===== config.mk =====
export PLATFORM = sky130hd
export DESIGN_NAME = ftw_top
export DESIGN_NICKNAME = d
export VERILOG_FILES = /design/src/design/ftw_pkg.sv /design/src/design/ftw_lane.sv /design/src/design/ftw_top.sv
export SDC_FILE = /design/constraint.sdc
export NUM_CORES = 1
export LEC_CHECK = 0
export BUFFER_PORTS_ARGS = -buffer_cell sky130_fd_sc_hd__buf_4
export CORE_AREA = 2 2 413 415
export CTS_CLUSTER_SIZE = 40
export DETAILED_ROUTE_END_ITERATION = 10
export DIE_AREA = 0 0 415 417
export GPL_TIMING_DRIVEN = 0
export HOLD_SLACK_MARGIN = 0.12
export PLACE_DENSITY = 0.36
export SLEW_MARGIN = 20
export SYNTH_ARGS = -nofsm -noshare
export SYNTH_HDL_FRONTEND = slang
export SYNTH_SLANG_ARGS = --single-unit
export TNS_END_PERCENT = 50

===== constraint.sdc =====
create_clock -name clk_sys_i -period 1.1 [get_ports clk_sys_i]
set_input_delay 0.055 -clock clk_sys_i [delete_from_list [all_inputs] [get_ports clk_sys_i]]
set_output_delay 0.055 -clock clk_sys_i [all_outputs]
set_load 0.02 [all_outputs]

===== src/design/ftw_pkg.sv =====
// Package: widths, field positions, modes and register map for the wide transmit packer
package ftw_pkg;

   // ---------------------------------------------------------------
   // Word widths
   // ---------------------------------------------------------------
   localparam int FTW_TX_W = 44;
   localparam int FTW_RX_W = 64;
   localparam int FTW_NCH = 4;

   // ---------------------------------------------------------------
   // Transmit word field positions
   // ---------------------------------------------------------------
   localparam int FTW_LO_D = 0;
   localparam int FTW_LO_CTL = 8;
   localparam int FTW_LO_FEN = 9;
   localparam int FTW_LO_FVAL = 10;
   localparam int FTW_HI20_D = 11;
   localparam int FTW_HI20_CTL = 19;
   localparam int FTW_HI20_FEN = 20;
   localparam int FTW_HI20_FVAL = 21;
   localparam int FTW_HI10_D = 22;
   localparam int FTW_HI10_CTL = 30;
   localparam int FTW_HI10_FEN = 31;
   localparam int FTW_HI10_FVAL = 32;

   // ---------------------------------------------------------------
   // Width and mode encodings
   // ---------------------------------------------------------------
   typedef enum logic [2:0] {
      FTW_W8 = 3'h0,
      FTW_W10 = 3'h1,
      FTW_W16_2020 = 3'h2,
      FTW_W16_810 = 3'h3,
      FTW_W20_20 = 3'h4,
      FTW_W20_10 = 3'h5
   } ftw_width_t;

   typedef enum logic [1:0] {
      FTW_M_8B10B = 2'h0,
      FTW_M_PCIE = 2'h1,
      FTW_M_RAW = 2'h2,
      FTW_M_PMA = 2'h3
   } ftw_mode_t;

   typedef enum logic [1:0] {
      FTW_CK_SHARED = 2'h0,
      FTW_CK_TXOWN = 2'h1,
      FTW_CK_RXOWN = 2'h2
   } ftw_clksel_t;

   // ---------------------------------------------------------------
   // Per-symbol transmit fields toward the PCS
   // ---------------------------------------------------------------
   typedef struct packed {
      logic [9:0] data;
      logic ctl;
      logic fen;
      logic fval;
   } ftw_sym_t;

   typedef struct packed {
      ftw_sym_t hi;
      ftw_sym_t lo;
      logic compliance;
      logic elec_idle;
      logic idle_mismatch;
   } ftw_lane_t;

   // ---------------------------------------------------------------
   // Register map (word-aligned byte addresses)
   // ---------------------------------------------------------------
   localparam logic [3:0] FTW_A_CFG = 4'h0;
   localparam logic [3:0] FTW_A_CLK = 4'h4;
   localparam logic [3:0] FTW_A_STAT = 4'h8;
   localparam logic [3:0] FTW_A_ID = 4'hC;
   localparam int FTW_CFG_WID_LSB = 0;
   localparam int FTW_CFG_MODE_LSB = 4;
   localparam logic [2:0] FTW_CFG_WID_RST = 3'h0;
   localparam logic [1:0] FTW_CFG_MODE_RST = 2'h0;
   localparam logic [1:0] FTW_CLK_RST = 2'h0;
   // Arbitrary identification value
   localparam logic [31:0] FTW_ID_VAL = 32'h0000A5C3;

endpackage


===== src/design/ftw_lane.sv =====
// One channel: unpacks the wide transmit word into PCS symbol fields
module ftw_lane
   import ftw_pkg::*;
(
   input wire logic [FTW_TX_W-1:0] word_i,
   input wire ftw_width_t width_i,
   input wire ftw_mode_t mode_i,
   output ftw_lane_t lane_o
);

   // ---------------------------------------------------------------
   // Field extraction
   // ---------------------------------------------------------------
   function automatic ftw_sym_t byte_sym(input logic [FTW_TX_W-1:0] w, input int b,
                                         input logic use_flags);
      ftw_sym_t s;
      s = '0;
      s.data = {2'h0, w[b +: 8]};
      if (use_flags) begin
         s.ctl = w[b + FTW_LO_CTL];
         s.fen = w[b + FTW_LO_FEN];
         s.fval = w[b + FTW_LO_FVAL];
      end
      return s;
   endfunction

   logic flags;
   logic pcie;

   always_comb begin
      lane_o = '0;
      pcie = (mode_i == FTW_M_PCIE);
      flags = (mode_i == FTW_M_8B10B) || pcie;
      if (mode_i != FTW_M_PMA) begin
         case (width_i)
            FTW_W8: begin
               lane_o.lo = byte_sym(word_i, FTW_LO_D, flags);
               if (pcie) begin
                  lane_o.lo.fen = 1'b0;
                  lane_o.compliance = word_i[FTW_LO_FEN];
               end
            end
            FTW_W10: begin
               lane_o.lo.data = word_i[FTW_LO_D +: 10];
               if (pcie) begin
                  lane_o.elec_idle = word_i[FTW_LO_FVAL];
               end else begin
                  lane_o.lo.fval = word_i[FTW_LO_FVAL];
               end
            end
            FTW_W16_2020: begin
               lane_o.lo = byte_sym(word_i, FTW_LO_D, flags);
               lane_o.hi = byte_sym(word_i, FTW_HI20_D, flags);
            end
            FTW_W16_810: begin
               lane_o.lo = byte_sym(word_i, FTW_LO_D, flags);
               lane_o.hi = byte_sym(word_i, FTW_HI10_D, flags);
               if (pcie) begin
                  lane_o.lo.fen = 1'b0;
                  lane_o.hi.fen = 1'b0;
                  lane_o.lo.fval = 1'b0;
                  lane_o.hi.fval = 1'b0;
                  lane_o.compliance = word_i[FTW_LO_FEN];
                  lane_o.elec_idle = word_i[FTW_LO_FVAL] | word_i[FTW_HI10_FVAL];
                  lane_o.idle_mismatch = word_i[FTW_LO_FVAL] ^ word_i[FTW_HI10_FVAL];
               end
            end
            FTW_W20_20: begin
               lane_o.lo.data = word_i[FTW_LO_D +: 10];
               lane_o.hi.data = word_i[FTW_HI20_D +: 10];
            end
            FTW_W20_10: begin
               lane_o.lo.data = word_i[FTW_LO_D +: 10];
               lane_o.hi.data = word_i[FTW_HI10_D +: 10];
            end
            default: lane_o = '0;
         endcase
      end
   end

endmodule


===== src/design/ftw_top.sv =====
// Top: wide transmit packer for all channels, receive FIFO clock select, register slave
//
// Overview of operation
// - Transmit word is 44 bits per channel
// - Receive word is 64 bits per channel
// - Wide transmit word replaces narrow data port
// - 8-bit: data 7:0, control 8, value 10
// - 8-bit bit 9: force enable, PCIe compliance
// - 10-bit bit 10: value, PCIe electrical idle
// - 16-bit 16/20: bytes at 7:0, 18:11
// - 16-bit 16/20 flags at 8/19, 9/20, 10/21
// - 16-bit 8/10: bytes at 7:0, 29:22
// - 16-bit 8/10 flags at 8/30, 9/31, 10/32
// - PCIe 16-bit 8/10: bits 10, 32 both idle
// - 20-bit 20: symbols at 9:0, 20:11
// - 20-bit 10: symbols at 9:0, 31:22
// - Direct PMA mode drops all control fields
// - Shared: channel 0 transmit clock reads all
// - Transmit option: own transmit clock per channel
// - Receive option: own recovered clock per channel
//
// Decided for this implementation: the Avalon-MM slave port and the address map.
module ftw_top
   import ftw_pkg::*;
#(
   parameter int NCH = FTW_NCH
)
(
   input wire logic clk_sys_i,
   input wire logic rst_i,
   input wire logic [3:0] avs_address_i,
   input wire logic avs_read_i,
   input wire logic avs_write_i,
   input wire logic [31:0] avs_writedata_i,
   input wire logic [3:0] avs_byteenable_i,
   output logic [31:0] avs_readdata_o,
   output logic avs_waitrequest_o,
   input wire logic [NCH*FTW_TX_W-1:0] tx_wide_word_i,
   output logic [NCH*FTW_TX_W-1:0] tx_wide_seen_o,
   output ftw_lane_t [NCH-1:0] pcs_tx_o,
   input wire logic [NCH*FTW_RX_W-1:0] pcs_rx_word_i,
   output logic [NCH*FTW_RX_W-1:0] rx_wide_word_o,
   input wire logic [NCH-1:0] tx_clkout_i,
   input wire logic [NCH-1:0] rx_clkout_i,
   output logic [NCH-1:0] rx_fifo_rdclk_o
);

   // ---------------------------------------------------------------
   // Configuration registers
   // ---------------------------------------------------------------
   ftw_width_t width_ff;
   ftw_width_t nxt_width;
   ftw_mode_t mode_ff;
   ftw_mode_t nxt_mode;
   ftw_clksel_t clksel_ff;
   ftw_clksel_t nxt_clksel;
   logic ack_ff;
   logic nxt_ack;
   logic [31:0] rdata_ff;
   logic [31:0] nxt_rdata;
   logic [NCH-1:0] mismatch_ff;
   logic [NCH-1:0] nxt_mismatch;

   // ---------------------------------------------------------------
   // Transmit word, registered per channel
   // ---------------------------------------------------------------
   logic [NCH*FTW_TX_W-1:0] txw_ff;
   logic [NCH*FTW_TX_W-1:0] nxt_txw;
   ftw_lane_t [NCH-1:0] lane_c;
   ftw_lane_t [NCH-1:0] pcs_ff;
   ftw_lane_t [NCH-1:0] nxt_pcs;
   logic [NCH*FTW_RX_W-1:0] rxw_ff;
   logic [NCH*FTW_RX_W-1:0] nxt_rxw;

   for (genvar c = 0; c < NCH; c++) begin : g_lane
      ftw_lane u_lane (
         .word_i(txw_ff[c*FTW_TX_W +: FTW_TX_W]),
         .width_i(width_ff),
         .mode_i(mode_ff),
         .lane_o(lane_c[c])
      );
   end

   always_comb begin
      nxt_txw = tx_wide_word_i;
      nxt_pcs = lane_c;
      nxt_rxw = pcs_rx_word_i;
      if (mode_ff == FTW_M_PMA) begin
         nxt_rxw = '0;
         for (int c = 0; c < NCH; c++) begin
            nxt_rxw[c*FTW_RX_W +: 20] = pcs_rx_word_i[c*FTW_RX_W +: 20];
         end
      end
      for (int c = 0; c < NCH; c++) begin
         nxt_mismatch[c] = lane_c[c].idle_mismatch;
      end
   end

   always_ff @(posedge clk_sys_i) begin
      if (rst_i) begin
         txw_ff <= '0;
         pcs_ff <= '0;
         rxw_ff <= '0;
         mismatch_ff <= '0;
      end else begin
         txw_ff <= nxt_txw;
         pcs_ff <= nxt_pcs;
         rxw_ff <= nxt_rxw;
         mismatch_ff <= nxt_mismatch;
      end
   end

   assign tx_wide_seen_o = txw_ff;
   assign pcs_tx_o = pcs_ff;
   assign rx_wide_word_o = rxw_ff;

   // ---------------------------------------------------------------
   // Receive FIFO read clock selection
   // ---------------------------------------------------------------
   always_comb begin
      for (int c = 0; c < NCH; c++) begin
         case (clksel_ff)
            FTW_CK_SHARED: rx_fifo_rdclk_o[c] = tx_clkout_i[0];
            FTW_CK_TXOWN: rx_fifo_rdclk_o[c] = tx_clkout_i[c];
            FTW_CK_RXOWN: rx_fifo_rdclk_o[c] = rx_clkout_i[c];
            default: rx_fifo_rdclk_o[c] = tx_clkout_i[c];
         endcase
      end
   end

   // ---------------------------------------------------------------
   // Avalon-MM slave, one wait state per access
   // ---------------------------------------------------------------
   function automatic ftw_width_t legal_width(input logic [2:0] v, input ftw_width_t old);
      ftw_width_t r;
      r = old;
      if (v <= 3'h5) begin
         r = ftw_width_t'(v);
      end
      return r;
   endfunction

   logic req;
   logic [31:0] cfg_word;

   always_comb begin
      req = avs_read_i | avs_write_i;
      nxt_ack = req & ~ack_ff;
      nxt_width = width_ff;
      nxt_mode = mode_ff;
      nxt_clksel = clksel_ff;
      nxt_rdata = rdata_ff;
      cfg_word = '0;
      cfg_word[FTW_CFG_WID_LSB +: 3] = width_ff;
      cfg_word[FTW_CFG_MODE_LSB +: 2] = mode_ff;
      if (avs_write_i && !ack_ff && avs_byteenable_i[0]) begin
         if (avs_address_i == FTW_A_CFG) begin
            nxt_width = legal_width(avs_writedata_i[FTW_CFG_WID_LSB +: 3], width_ff);
            nxt_mode = ftw_mode_t'(avs_writedata_i[FTW_CFG_MODE_LSB +: 2]);
         end else if (avs_address_i == FTW_A_CLK) begin
            if (avs_writedata_i[1:0] != 2'h3) begin
               nxt_clksel = ftw_clksel_t'(avs_writedata_i[1:0]);
            end
         end
      end
      if (avs_read_i && !ack_ff) begin
         if (avs_address_i == FTW_A_CFG) begin
            nxt_rdata = cfg_word;
         end else if (avs_address_i == FTW_A_CLK) begin
            nxt_rdata = {30'h0, clksel_ff};
         end else if (avs_address_i == FTW_A_STAT) begin
            nxt_rdata = 32'(mismatch_ff);
         end else if (avs_address_i == FTW_A_ID) begin
            nxt_rdata = FTW_ID_VAL;
         end else begin
            nxt_rdata = '0;
         end
      end
   end

   always_ff @(posedge clk_sys_i) begin
      if (rst_i) begin
         width_ff <= ftw_width_t'(FTW_CFG_WID_RST);
         mode_ff <= ftw_mode_t'(FTW_CFG_MODE_RST);
         clksel_ff <= ftw_clksel_t'(FTW_CLK_RST);
         ack_ff <= 1'b0;
         rdata_ff <= '0;
      end else begin
         width_ff <= nxt_width;
         mode_ff <= nxt_mode;
         clksel_ff <= nxt_clksel;
         ack_ff <= nxt_ack;
         rdata_ff <= nxt_rdata;
      end
   end

   assign avs_waitrequest_o = req & ~ack_ff;
   assign avs_readdata_o = rdata_ff;

endmodule


==> results by group <==
Status
  – Status: finished, violations left
  – Violated checks: negative setup slack

Worst setup path
  – Slowest CP cell: dfxtp_4
  – Kind of critical path: reg2out
  – RR Endpoint: pcs_tx_o[84]$_SDFF_PP0_
  – CP Max Fanout: 5
  – FF-to-FF setup slack: -0.53 ns
  – CP peak stage delay: 0.40 ns
  – Critical Path Sink: rx_fifo_rdclk_o[2]
  – Delay-heaviest family, CP: flip-flops
  – Critical path data required time: about 1.0 ns
  – FF-to-FF path depth: 9
  – CP Data Arrival Time: 1.84 ns
  – CP Capture Type: output port
  – CP Launch Point: clksel_ff[1]$_SDFFE_PP0P_
  – FF-to-FF Start: width_ff[1]$_SDFFE_PP0P_
  – Crit-path cells: nor2b_4 > a21oi_2 > o21ai_4 > buf_6
  – Setup crit start kind: register
  – Cell count along the critical path: 4
  – CP Buf/Inv Count: 1

Detailed routing
  – DR WL met2: 58700 um
  – Wire length on met1: 36400 um
  – DR DRC count: 0
  – Via count: 18.1k
  – DRT iter0 DRCs: around 550
  – DRT Wirelength: 105000 um
  – Highest routed metal layer: met4
  – Routed met3 length: between 5000 and 6000 um
  – Vias per cell: 3.11
  – Pre-antenna DRT Iters: 4
  – Drt wl/cell: ~18 um
  – Number of routed nets with antenna violations: 0

Min path
  – Min-Delay Path Depth: 6
  – Hold Path Class: in2reg

Synth
  – Mux contribution to synthesized area: 0.00886
  – Post-Synthesis Cell Area: 0.0164 sq mm
  – Area share of and/or/nand/nor cells after synthesis: 0.234
  – Sequential area share after synthesis: 0.688
  – Post-synth cell types: between 40 and 50
  – Syn_area_per_cell: 11.6 sq um
  – Post-Synth XOR/XNOR Area: 0.00153
  – Syn. warnings: 0
  – Post-synth EDFFs: 0
  – Post-Synthesis Cells: 1411
  – Flops & latches, synth: between 500 and 600
  – Post-synth top flop: dfxtp_1
  – Synth Area in Compound Gates: 0.0275
  – Post-synthesis adder-cell area fraction: 0.00366
  – Async SR Flop Fraction: 0
  – Largest family of logic cells by synthesized area: simple AND/OR/NAND/NOR gates

GRT
  – GR Overflow Total: 0
  – First-pass GRT wire length: approximately 140000 um
  – Vias in the first global route: 19.3k
  – Largest net degree at the start of global routing: 13
  – GR Util All Layers: 0.117
  – Initial antenna violation count: 12

Cells and area
  – Layout cell share with drive strength beyond 1: 0.512
  – Fill cell count: 17.9k
  – Commonest non-fill, non-tap cells in the layout: 965 x buf_4, 835 x dlygate4sd3_1, 393 x dfxtp_1
  – Most common cell after layout, fill and taps aside: buf_4
  – Register area: 0.0116 sq mm
  – Multi-input gate area: 0.00573 sq mm
  – Final net count: 4019
  – Area growth syn-to-layout: 160%

CTS
  – CTS Root Buffer Type: clkbuf_16
  – Bufs on Longest Clock Path: 3
  – TritonCTS clock tree: done
  – CTS sink cnt: 563
  – CTS buffer count: 72
  – Worst-path clk slew: 0.06 ns
  – Clk Latency, worst-skew pair: 0.71 ns
  – H-tree depth: 3

Power and ir drop
  – Maximum vdd drop: 0.00117 V
  – Leakage: approximately 18 nW
  – Seq pwr share: 0.384
  – Net Sw Power: 14.4 mW
  – P_int: 42.3 mW
  – Gate power share: 0.168
  – Sw frac: 0.255
  – Cell Pwr Density: 1330 mW/mm^2
  – Clock Power Share: 0.448

Place
  – GPL Wtd Cong: 0.802
  – Hpwl dp: around 76000 um
  – PortBufs: between 1k and 1.5k

STA
  – Max Clock Freq: 527 MHz
  – Fin Clk Skew: 0.0269 ns
  – Final worst setup slack: -0.797 ns
  – Rel. slew slack: 0.482
  – RSZ-0062 raised after global routing: true
  – Min Tclk post-route: 1.90 ns
  – Hold Slack: 0.184 ns
  – Slew Limit Fails: 0
  – Slew @ Worst Pin: 0.778 ns
  – # setup viols final: 871
  – Final Cycle Share: 1.72
  – Final Hold Fails: 0
  – Sum of negative setup slack: -151.84 ns

Run
  – Max-cap viol count: 0

Die
  – Die Span Y: roughly 420 um
  – Initial Utilization: 0.0973
  – Row count: 151
  – Core area: 0.169 sq mm
  – I/O pins: around 1.1k
  – Die area: about 0.17 sq mm
  – Chip width: 415 um
-- cell type report --
cell class	instances	share of cell area
Timing Repair Buffer	2034	0.445
Sequential cell	563	0.271
Multi-Input combinational cell	749	0.134
Tap cell	2218	0.0650
Clock buffer	97	0.0477
Buffer	100	0.0231
Clock inverter	35	0.0114
Inverter	11	0.00106
Antenna cell	10	0.000587
-- how the worst min path moves through the flow --
stage | to | slack, ns | start
6_report | pcs_tx_o[107]$_SDFF_PP0_ | 0.18 | rst_i
5_1_grt | rx_wide_word_o[96]$_SDFF_PP0_ | 0.15 | pcs_rx_word_i[96]
4_1_cts | ack_ff$_SDFF_PP0_ | 0.12 | avs_write_i
3_5_place_dp | rx_wide_word_o[225]$_SDFF_PP0_ | 0.26 | pcs_rx_word_i[225]
3_3_place_gp | rx_wide_word_o[123]$_SDFF_PP0_ | 0.26 | pcs_rx_word_i[123]
2_1_floorplan | rx_wide_word_o[100]$_SDFF_PP0_ | 0.18 | pcs_rx_word_i[100]
-- cells in the mapped netlist (all sizes together) (4+ instances only) --
cell	number	area [sq um]
a21oi	46	238
a311oi	4	35.0
a31oi	4	25.0
a32oi	8	70.1
and2	226	1410
and3	10	62.6
buf	66	409
clkbuf	41	154
dfxtp	563	11300
ha	4	50.1
inv	11	41.3
mux2	4	45.0
mux2i	10	100
nand2	13	48.8
nand3	72	365
nor2	25	93.8
nor2b	259	1620
nor3	9	60.1
nor3b	6	55.1
o21ai	7	35.0
-- registers in the layout (all words and copies together) (netlist names) --
| name | cells |
|---|---|
| ack_ff | 1 |
| avs_readdata_o | 7 |
| clksel_ff | 2 |
| mismatch_ff | 4 |
| mode_ff | 2 |
| pcs_tx_o | 112 |
| rx_wide_word_o | 256 |
| tx_wide_seen_o | 176 |
| width_ff | 3 |
-- kinds of logic (layout without fill, tap and decap cells) --
kind of cell               Yosys count  after routing
buffers and inverters              118           2277
muxes                               14             14
xor gates and xnor gates             2              2
and+or+nand+nor                    633            633
other                                1             30
DFF                                563            563
adders and majority gates            5              5
AOI/OAI and AO/OA                   75             75
-- tightest hold or removal path: stages --
cell and delay, ns:
clkbuf_2 0.28, a21oi_4 0.06, buf_12 0.14, buf_4 0.14, nand2_4 0.12, a21oi_2 0.04
-- routing by layer --
layer  GRT usage  vias to the layer above
met4      0.0473                        0
met2       0.227                      586
li1            -                     8723
met1       0.116                     8637
met5           0                        -
met3      0.0296                      159
-- through the flow --
step                 util  total power [mW]  cell area (sq um)  instances  setup WS, ns
finish              0.253              56.7              42700       5817        -0.797
global placement    0.160              27.9              27000       4665         -1.82
global route        0.253              59.1              42600       5812        -0.892
CTS                 0.250              57.8              42200       5799        -0.908
floorplan               -              24.3              16600       1430       -0.0693
detailed placement  0.160              27.9              27000       4665         -1.58
-- power groups by stage --
stage                     clock [mW]  sequential [mW]  combinational [mW]
after detailed placement           0             22.2                5.74
after global placement             0             22.2                5.74
final                           25.4             21.8                9.51
after CTS                       26.5             21.8                9.52
after floorplan                    0             23.2                1.04
after global routing            27.2             21.8                10.1
-- repair_timing --
action                                  4_1_cts  5_1_grt
buffers inserted                            142       15
endpoints found under the setup margin     1086      871
endpoints found under the hold margin       457        0
pin swaps                                   198       71
hold buffers                                835        0
gates resized for setup                     763      117
gates cloned                                 27        2
Power figures use the tool's default switching activity.
